===== src/msi_cap_defs.vh =====
`ifndef MSI_CAP_DEFS_VH
`define MSI_CAP_DEFS_VH

// configuration dword addresses (byte offsets, dword aligned)
`define CTRL_DWORD_ADDR 8'h48
`define ADDR_LOW_ADDR 8'h4c
`define ADDR_HIGH_ADDR 8'h50
`define DATA_DWORD_ADDR 8'h54
// printed byte offset of the control word inside the 48h dword
`define CTRL_BYTE_OFFSET 8'h4a
`define CTRL_LANE_LSB 16

// control word fields
`define CTRL_RESET 16'h0086
`define CTRL_VEC_MASK_BIT 8
`define CTRL_WIDE_BIT 7
`define CTRL_COUNT_EN_MSB 6
`define CTRL_COUNT_EN_LSB 4
`define CTRL_COUNT_CAP_MSB 3
`define CTRL_COUNT_CAP_LSB 1
`define CTRL_ENABLE_BIT 0
`define COUNT_CAP_VALUE 3'h3
`define VEC_MASK_VALUE 1'h0
`define WIDE_CAP_VALUE 1'h1

// multiple-message enable codes
`define COUNT_ONE 3'h0
`define COUNT_TWO 3'h1
`define COUNT_FOUR 3'h2
`define COUNT_EIGHT 3'h3
`define COUNT_SIXTEEN 3'h4
`define COUNT_THIRTYTWO 3'h5

// address and data registers
`define ADDR_LOW_RESET 32'h00000000
`define ADDR_HIGH_RESET 32'h00000000
`define DATA_RESET 16'h0000
`define ADDR_LOW_RO_MASK 32'h00000003
`define NUM_INTERRUPTERS 8

`endif


===== src/message_number_map.v =====
`timescale 1ns/10ps
`include "msi_cap_defs.vh"

module message_number_map (
    input wire [2:0] count_enable,
    input wire [2:0] interrupter,
    input wire [15:0] data_programmed,
    output reg [2:0] message_number,
    output reg [15:0] data_out
);

    reg [15:0] lane_mask;

    always @* begin
        lane_mask = 16'h0000;
        message_number = 3'h0;
        case (count_enable)
            // single message
            `COUNT_ONE: begin
                message_number = 3'h0;
                lane_mask = 16'h0000;
            end
            // even and odd split
            `COUNT_TWO: begin
                message_number = {2'h0, interrupter[0]};
                lane_mask = 16'h0001;
            end
            // index modulo four
            `COUNT_FOUR: begin
                message_number = {1'h0, interrupter[1:0]};
                lane_mask = 16'h0003;
            end
            // index is message
            `COUNT_EIGHT: begin
                message_number = interrupter;
                lane_mask = 16'h0007;
            end
            // capped at seven
            `COUNT_SIXTEEN: begin
                message_number = interrupter;
                lane_mask = 16'h000f;
            end
            `COUNT_THIRTYTWO: begin
                message_number = interrupter;
                lane_mask = 16'h001f;
            end
            default: begin
                message_number = interrupter;
                lane_mask = 16'h0007;
            end
        endcase
        // keep unmodifiable bits
        data_out = (data_programmed & ~lane_mask) |
            ({13'h0000, message_number} & lane_mask);
    end

endmodule // message_number_map


===== src/message_write_port.v =====
`timescale 1ns/10ps
`include "msi_cap_defs.vh"

module message_write_port (
    input wire clk_sys,
    input wire rst,
    input wire load,
    input wire [31:0] load_addr_low,
    input wire [31:0] load_addr_high,
    input wire [15:0] load_data,
    input wire msg_ready,
    output wire busy,
    output reg msg_valid,
    output reg [63:0] msg_addr,
    output reg msg_wide,
    output reg [15:0] msg_data
);

    assign busy = msg_valid;

    always @(posedge clk_sys) begin
        if (rst) begin
            msg_valid <= 1'b0;
            msg_addr <= 64'h0000000000000000;
            msg_wide <= 1'b0;
            msg_data <= 16'h0000;
        end else if (load && !msg_valid) begin
            msg_valid <= 1'b1;
            // low target address
            msg_addr <= {load_addr_high, load_addr_low};
            // wide when upper nonzero
            msg_wide <= (load_addr_high != 32'h00000000);
            msg_data <= load_data;
        end else if (msg_valid && msg_ready) begin
            msg_valid <= 1'b0;
        end
    end

endmodule // message_write_port


===== src/msi_message_capability.v =====
`timescale 1ns/10ps
`include "msi_cap_defs.vh"

// Overview of operation
// control bits 15:9 read zero, writes ignored
// vector mask capability bit 8 reads zero, read-only
// wide address capability bit 7 reads one, read-only
// message count enable is writable; software avoids codes 110, 111
// count code 000: every interrupter uses message 0
// code 001: even interrupters message 0, odd message 1
// code 010: interrupter index modulo four gives message
// codes 011, 100, 101: message equals interrupter index
// message count capability reads 011, eight messages, read-only
// no message sent while enable bit 0 is clear; a message already loaded in the write port is still sent
// low address register at 4Ch gives low target address
// low address bits 31:2 are read-write
// low address bits 1:0 read zero
// upper address register at 50h read-write, high address
// upper zero means 32-bit write, otherwise 64-bit
// both address registers reset to zero
// only message number bits of data replaced, rest kept
// control word resets to 0086h
// sixteen or thirty-two messages still use only messages 0-7
module msi_message_capability (
    input wire clk_sys,
    input wire rst,
    input wire cfg_wr,
    input wire cfg_rd,
    input wire [7:0] cfg_addr,
    input wire [3:0] cfg_byte_en,
    input wire [31:0] cfg_wdata,
    output reg [31:0] cfg_rdata,
    output reg cfg_rd_valid,
    input wire [7:0] irq_event,
    output reg [7:0] irq_pending,
    output wire message_interrupt_enable,
    output wire [2:0] message_count_enable,
    input wire msg_ready,
    output wire msg_valid,
    output wire [63:0] msg_addr,
    output wire msg_wide,
    output wire [15:0] msg_data
);

    reg enable_reg;
    reg enable_next;
    reg [2:0] count_reg;
    reg [2:0] count_next;
    reg [31:0] addr_low_reg;
    reg [31:0] addr_low_next;
    reg [31:0] addr_high_reg;
    reg [31:0] addr_high_next;
    reg [15:0] data_reg;
    reg [15:0] data_next;
    wire [7:0] pending_next;
    reg [7:0] grant_onehot;
    reg [2:0] grant_index;
    reg grant_any;
    reg [15:0] control_word;
    reg [31:0] read_word;
    wire [15:0] mapped_data;
    wire sender_busy;
    wire sel_ctrl;
    wire sel_low;
    wire sel_high;
    wire sel_data;
    wire wr_ctrl;
    wire wr_low;
    wire wr_high;
    wire wr_data;
    wire launch;
    wire [7:0] lane_bits;
    integer i;

    localparam [15:0] ctrl_reset_word = `CTRL_RESET;

    // one bit per byte lane
    function [31:0] lane_merge;
        input [31:0] old_value;
        input [31:0] new_value;
        input [3:0] lanes;
        integer k;
        begin
            lane_merge = old_value;
            for (k = 0; k < 4; k = k + 1) begin
                if (lanes[k]) begin
                    lane_merge[k*8 +: 8] = new_value[k*8 +: 8];
                end
            end
        end
    endfunction

    function hit;
        input [7:0] addr;
        input [7:0] target;
        begin
            hit = (addr[7:2] == target[7:2]);
        end
    endfunction

    assign message_interrupt_enable = enable_reg;
    assign message_count_enable = count_reg;

    // shared dword decode for reads and writes
    assign sel_ctrl = hit(cfg_addr, `CTRL_DWORD_ADDR);
    assign sel_low = hit(cfg_addr, `ADDR_LOW_ADDR);
    assign sel_high = hit(cfg_addr, `ADDR_HIGH_ADDR);
    assign sel_data = hit(cfg_addr, `DATA_DWORD_ADDR);
    // control sits in the upper half; byte 3 holds only read-only bits
    assign wr_ctrl = cfg_wr && sel_ctrl && cfg_byte_en[2];
    assign wr_low = cfg_wr && sel_low;
    assign wr_high = cfg_wr && sel_high;
    assign wr_data = cfg_wr && sel_data;

    always @* begin
        control_word = 16'h0000;
        // reserved bits zero
        control_word[15:9] = 7'h00;
        // no vector masking
        control_word[`CTRL_VEC_MASK_BIT] = `VEC_MASK_VALUE;
        // wide address capable
        control_word[`CTRL_WIDE_BIT] = `WIDE_CAP_VALUE;
        control_word[`CTRL_COUNT_EN_MSB:`CTRL_COUNT_EN_LSB] = count_reg;
        // eight messages capable
        control_word[`CTRL_COUNT_CAP_MSB:`CTRL_COUNT_CAP_LSB] =
            `COUNT_CAP_VALUE;
        control_word[`CTRL_ENABLE_BIT] = enable_reg;
    end

    // writable count field
    always @* begin
        enable_next = enable_reg;
        count_next = count_reg;
        if (wr_ctrl) begin
            count_next = cfg_wdata[`CTRL_LANE_LSB +
                `CTRL_COUNT_EN_LSB +: 3];
            enable_next = cfg_wdata[`CTRL_LANE_LSB +
                `CTRL_ENABLE_BIT];
        end
    end

    // bits 31:2 writable
    // bits 1:0 forced zero
    always @* begin
        addr_low_next = addr_low_reg;
        if (wr_low) begin
            addr_low_next = lane_merge(addr_low_reg, cfg_wdata,
                cfg_byte_en) & ~`ADDR_LOW_RO_MASK;
        end
    end

    // upper address writable
    always @* begin
        addr_high_next = addr_high_reg;
        if (wr_high) begin
            addr_high_next = lane_merge(addr_high_reg, cfg_wdata,
                cfg_byte_en);
        end
    end

    // data register uses lanes 0 and 1 only
    always @* begin
        data_next = data_reg;
        if (wr_data && cfg_byte_en[0]) begin
            data_next[7:0] = cfg_wdata[7:0];
        end
        if (wr_data && cfg_byte_en[1]) begin
            data_next[15:8] = cfg_wdata[15:8];
        end
    end

    // control reset value
    always @(posedge clk_sys) begin
        if (rst) begin
            enable_reg <= ctrl_reset_word[`CTRL_ENABLE_BIT];
            count_reg <=
                ctrl_reset_word[`CTRL_COUNT_EN_MSB:`CTRL_COUNT_EN_LSB];
        end else begin
            enable_reg <= enable_next;
            count_reg <= count_next;
        end
    end

    // addresses reset zero
    always @(posedge clk_sys) begin
        if (rst) begin
            addr_low_reg <= `ADDR_LOW_RESET;
            addr_high_reg <= `ADDR_HIGH_RESET;
        end else begin
            addr_low_reg <= addr_low_next;
            addr_high_reg <= addr_high_next;
        end
    end

    always @(posedge clk_sys) begin
        if (rst) begin
            data_reg <= `DATA_RESET;
        end else begin
            data_reg <= data_next;
        end
    end

    // configuration reads
    always @* begin
        read_word = 32'h00000000;
        if (sel_ctrl) begin
            read_word = {control_word, 16'h0000};
        end else if (sel_low) begin
            read_word = addr_low_reg;
        end else if (sel_high) begin
            read_word = addr_high_reg;
        end else if (sel_data) begin
            read_word = {16'h0000, data_reg};
        end
    end

    always @(posedge clk_sys) begin
        if (rst) begin
            cfg_rdata <= 32'h00000000;
            cfg_rd_valid <= 1'b0;
        end else begin
            cfg_rd_valid <= cfg_rd;
            if (cfg_rd) begin
                cfg_rdata <= read_word;
            end
        end
    end

    // lowest pending interrupter wins
    always @* begin
        grant_onehot = 8'h00;
        grant_index = 3'h0;
        grant_any = 1'b0;
        for (i = `NUM_INTERRUPTERS - 1; i >= 0; i = i - 1) begin
            if (irq_pending[i]) begin
                grant_index = i[2:0];
                grant_any = 1'b1;
            end
        end
        if (grant_any) begin
            grant_onehot[grant_index] = 1'b1;
        end
    end

    // hold new launches while disabled; a message already in the port still goes out
    assign launch = enable_reg && grant_any && !sender_busy;
    assign lane_bits = launch ? grant_onehot : 8'h00;

    genvar g;
    generate
        for (g = 0; g < `NUM_INTERRUPTERS; g = g + 1) begin : pend
            // new event wins over the launch clear
            assign pending_next[g] = irq_event[g] |
                (irq_pending[g] & ~lane_bits[g]);
        end
    endgenerate

    always @(posedge clk_sys) begin
        if (rst) begin
            irq_pending <= 8'h00;
        end else begin
            irq_pending <= pending_next;
        end
    end

    message_number_map u_map (
        .count_enable(count_reg),
        .interrupter(grant_index),
        .data_programmed(data_reg),
        .message_number(),
        .data_out(mapped_data)
    );

    message_write_port u_port (
        .clk_sys(clk_sys),
        .rst(rst),
        .load(launch),
        .load_addr_low(addr_low_reg),
        .load_addr_high(addr_high_reg),
        .load_data(mapped_data),
        .msg_ready(msg_ready),
        .busy(sender_busy),
        .msg_valid(msg_valid),
        .msg_addr(msg_addr),
        .msg_wide(msg_wide),
        .msg_data(msg_data)
    );

endmodule // msi_message_capability


===== config.mk =====
export PLATFORM = sky130hd
export DESIGN_NAME = msi_message_capability
export DESIGN_NICKNAME = d
export VERILOG_FILES = /design/src/message_number_map.v /design/src/message_write_port.v /design/src/msi_message_capability.v
export VERILOG_INCLUDE_DIRS = /design/src
export SDC_FILE = /design/constraint.sdc
export NUM_CORES = 1
export LEC_CHECK = 0
export BUFFER_PORTS_ARGS = -buffer_cell sky130_fd_sc_hd__buf_2
export CAP_MARGIN = 20
export CELL_PAD_IN_SITES_DETAIL_PLACEMENT = 1
export CELL_PAD_IN_SITES_GLOBAL_PLACEMENT = 2
export CORE_MARGIN = 1
export CORE_UTILIZATION = 31
export DETAILED_ROUTE_END_ITERATION = 10
export HOLD_SLACK_MARGIN = 0.02
export PLACE_DENSITY_LB_ADDON = 0.25
export REMOVE_ABC_BUFFERS = 1
export SYNTH_ARGS = -nofsm -noshare
export SYNTH_HDL_FRONTEND = slang
export SYNTH_SLANG_ARGS = --single-unit
export TNS_END_PERCENT = 1

===== constraint.sdc =====
create_clock -name clk_sys -period 2.4 [get_ports clk_sys]
set_clock_uncertainty 0.2 [all_clocks]
set_input_delay 0.24 -clock clk_sys [delete_from_list [all_inputs] [get_ports clk_sys]]
set_output_delay 0.24 -clock clk_sys [all_outputs]
set_load 0.03 [all_outputs]

==> out/qor.yml <==
routed_wl_um: 25300
path_cells: "or4_4 > o21a_4 > buf_12 > nand2_1 > a21oi_1"
hold_class: "in -> reg"
fill_cells: 2951
initial_core_util_pct: 31.7
cts-root-buf: "clkbuf_16"
vias: 6954
area.growth.synth_to_final_pct: 32.6
n_antenna_cell: 0
synthCells: 877
max-cap-violations: 0
synth_warnings: 0
synthArstFlopShare_pct: 0
grt_first_pass_wirelength_um: 40100
hold_viol: 0
grt_pass1_vias: 7125
met3_length_um: 1040
ios: 184
ys.flop_type: "dfxtp_1"
grt_max_degree: 137
finalWorstSetupSlack_ns: 0.338
row_count: 57
core-area_sq_um: 24400
netlist-cell-type-count: 43
synth-edff-count: 0
status: "finished, final reports clean"
die_h_um: 160
p_per_area_nw_per_um2: 716
postCtsSetupRepairBufs: 0
drv_slew: 0
max-slew-margin-rel_pct: 46.0
place.gp.congestion: 0.703
cp-end-kind: "register"
ctsHtreeMaxLevel: 1
routedLengthMet1_um: 11600
clkLatencyLatePin_ns: 0.51
nNetsFinal: 1151
fmax_mhz: 485
grt_antenna_before_repair: 0
drt_iter0_drc: 261
fin_crit_ns: 2.06
dp_hpwl_um: 16400
vdd_drop_max_mv: 0.459
routed.top_layer: "met4"
die-area_sq_um: 25600
cp_max_fo: 81
postRouteAntennaNets: 0
final-seq-area_sq_um: 4060
route.detailed.drc: 0
mostFrequentLayoutCell: "dfxtp_1"
drtPass1Iterations: 6
path_class: "reg -> reg"
multi_input_area_sq_um: 3400
fp.dieW_um: 160
clock_sinks: 203
stdcell_count: 1433
synth_area_sq_um: 7740
synth_area_per_cell_sq_um: 8.83
worst_pin_slew_ns: 0.807
cp_slowest_cell: "or4_4"
io_buffers: 179
period_share_pct: 85.9
cts_tree: "yes"
placed_cells: 1347
crit_required_ns: 2.56
slowest_delay_ns: 0.61
final_cell_mix: "203 x dfxtp_1, 178 x buf_2, 174 x nand2_1, 119 x nor2_1, 86 x a21oi_1"
cp-start-kind: "register"
clk_pin_slew_ns: 0.06
clockBufferDepth: 3
cp.arrival_ns: 2.22
drive_above_1_share_pct: 22.8
largest_reg_flops: 62
gr-total-overflow: 0
yosysSeqAreaShare_pct: 52.5
wl_per_cell_um: 17.6
viasPerCell: 4.85
numCtsBuffers: 24
post-place-ws_ns: 0.346
grtUsageTotal_pct: 19.7
setup_viol: 0
rsz0062_at_grt: "false"
static-leakage-power_nw: 4.57
wl_met2_um: 12100
synth-seq-cells: 203
[cell families after synthesis]
family	Yosys count	synth area share [%]
and+or+nand+nor	357	19.5
DFF	203	52.5
AOI/OAI and AO/OA	168	13.4
muxes	82	10.6
buffers and inverters	66	3.94
other	1	0.0485
[power by group]
| part | switching [W] | internal (W) | total (W) |
|---|---|---|---|
| Clock | 0.00140 | 0.00214 | 0.00354 |
| Combinational | 0.000235 | 0.000150 | 0.000385 |
| Sequential | 0.0000232 | 0.00340 | 0.00342 |
| Total | 0.00166 | 0.00568 | 0.00734 |
[per-stage QoR]
| step | TNS [ns] | total power [W] | hold slack [ns] | util [%] | cell area (sq um) |
|---|---|---|---|---|---|
| final | 0 | 0.00734 | 0.114 | 42.1 | 10300 |
| after global routing | 0 | 0.00761 | 0.153 | 42.1 | 10300 |
| after CTS | 0 | 0.00745 | 0.106 | 42.0 | 10200 |
| after detailed placement | 0 | 0.00382 | 0.247 | 37.1 | 9040 |
| after global placement | 0 | 0.00382 | 0.234 | 37.1 | 9040 |
| after floorplan | -58.56 | 0.00362 | 0.109 | - | 7460 |
[cell usage after synthesis, types with 4 or more instances]
cell type | number | area share [%]
clkbuf_1 | 33 | 1.6
o21ai_0 | 13 | 0.84
inv_1 | 6 | 0.29
nor2_1 | 120 | 5.8
nor3_1 | 8 | 0.52
nand3_1 | 7 | 0.45
nor4_1 | 10 | 0.81
a311oi_1 | 4 | 0.45
a211oi_1 | 12 | 1.2
a221oi_1 | 14 | 1.6
nor2b_1 | 5 | 0.40
a21oi_1 | 86 | 5.6
dfxtp_1 | 203 | 53
o31ai_1 | 17 | 1.6
buf_4 | 4 | 0.39
buf_2 | 16 | 1.0
buf_1 | 4 | 0.19
mux2i_1 | 82 | 11
nand4_1 | 4 | 0.32
nand2_1 | 174 | 8.4
a22oi_1 | 15 | 1.5
nand2b_1 | 10 | 0.81
[per-layer routing]
| layer | global-route usage [%] | vias to the layer above |
|---|---|---|
| met4 | 4.59 | 0 |
| met3 | 3.56 | 32 |
| met1 | 25.1 | 3351 |
| met5 | 0 | - |
| met2 | 34.3 | 143 |
| li1 | - | 3428 |
[worst paths after layout]
| kind | depth (start not counted) | slack, ns | from | endpoint |
|---|---|---|---|---|
| max | 5 | 0.34 | irq_pending[0] | u_port.msg_addr[11] |
| min | 5 | 0.11 | cfg_byte_en[3] | addr_high_reg[28] |
| max reg2reg | 5 | 0.34 | irq_pending[0] | u_port.msg_addr[11] |
| min reg2reg | 2 | 0.25 | u_port.msg_data[4] | u_port.msg_data[4] |
[cell type report]
| cell class | instances | area share [%] |
|---|---|---|
| clock buffer | 39 | 7.39 |
| multi-input combinational | 609 | 33.2 |
| tap | 324 | 3.95 |
| sequential | 203 | 39.6 |
| clock inverter | 2 | 0.0975 |
| timing repair buffer | 250 | 15.6 |
| inverter | 6 | 0.219 |
[worst max-delay path, delay by kind of cell (launching register included)]
| kind | cells | cell delay [ns] |
|---|---|---|
| buffers and inverters | 1 | 0.22 |
| flip-flops | 1 | 0.39 |
| AND/OR/NAND/NOR | 2 | 0.74 |
| AO/OA/AOI/OAI | 2 | 0.32 |
[what timing repair did]
item,in CTS,in global routing
hold buffers,44,0
gates resized for setup,0,0
hold endpoints to repair,98,0
No activity file was read; power rests on OpenSTA's default activity.
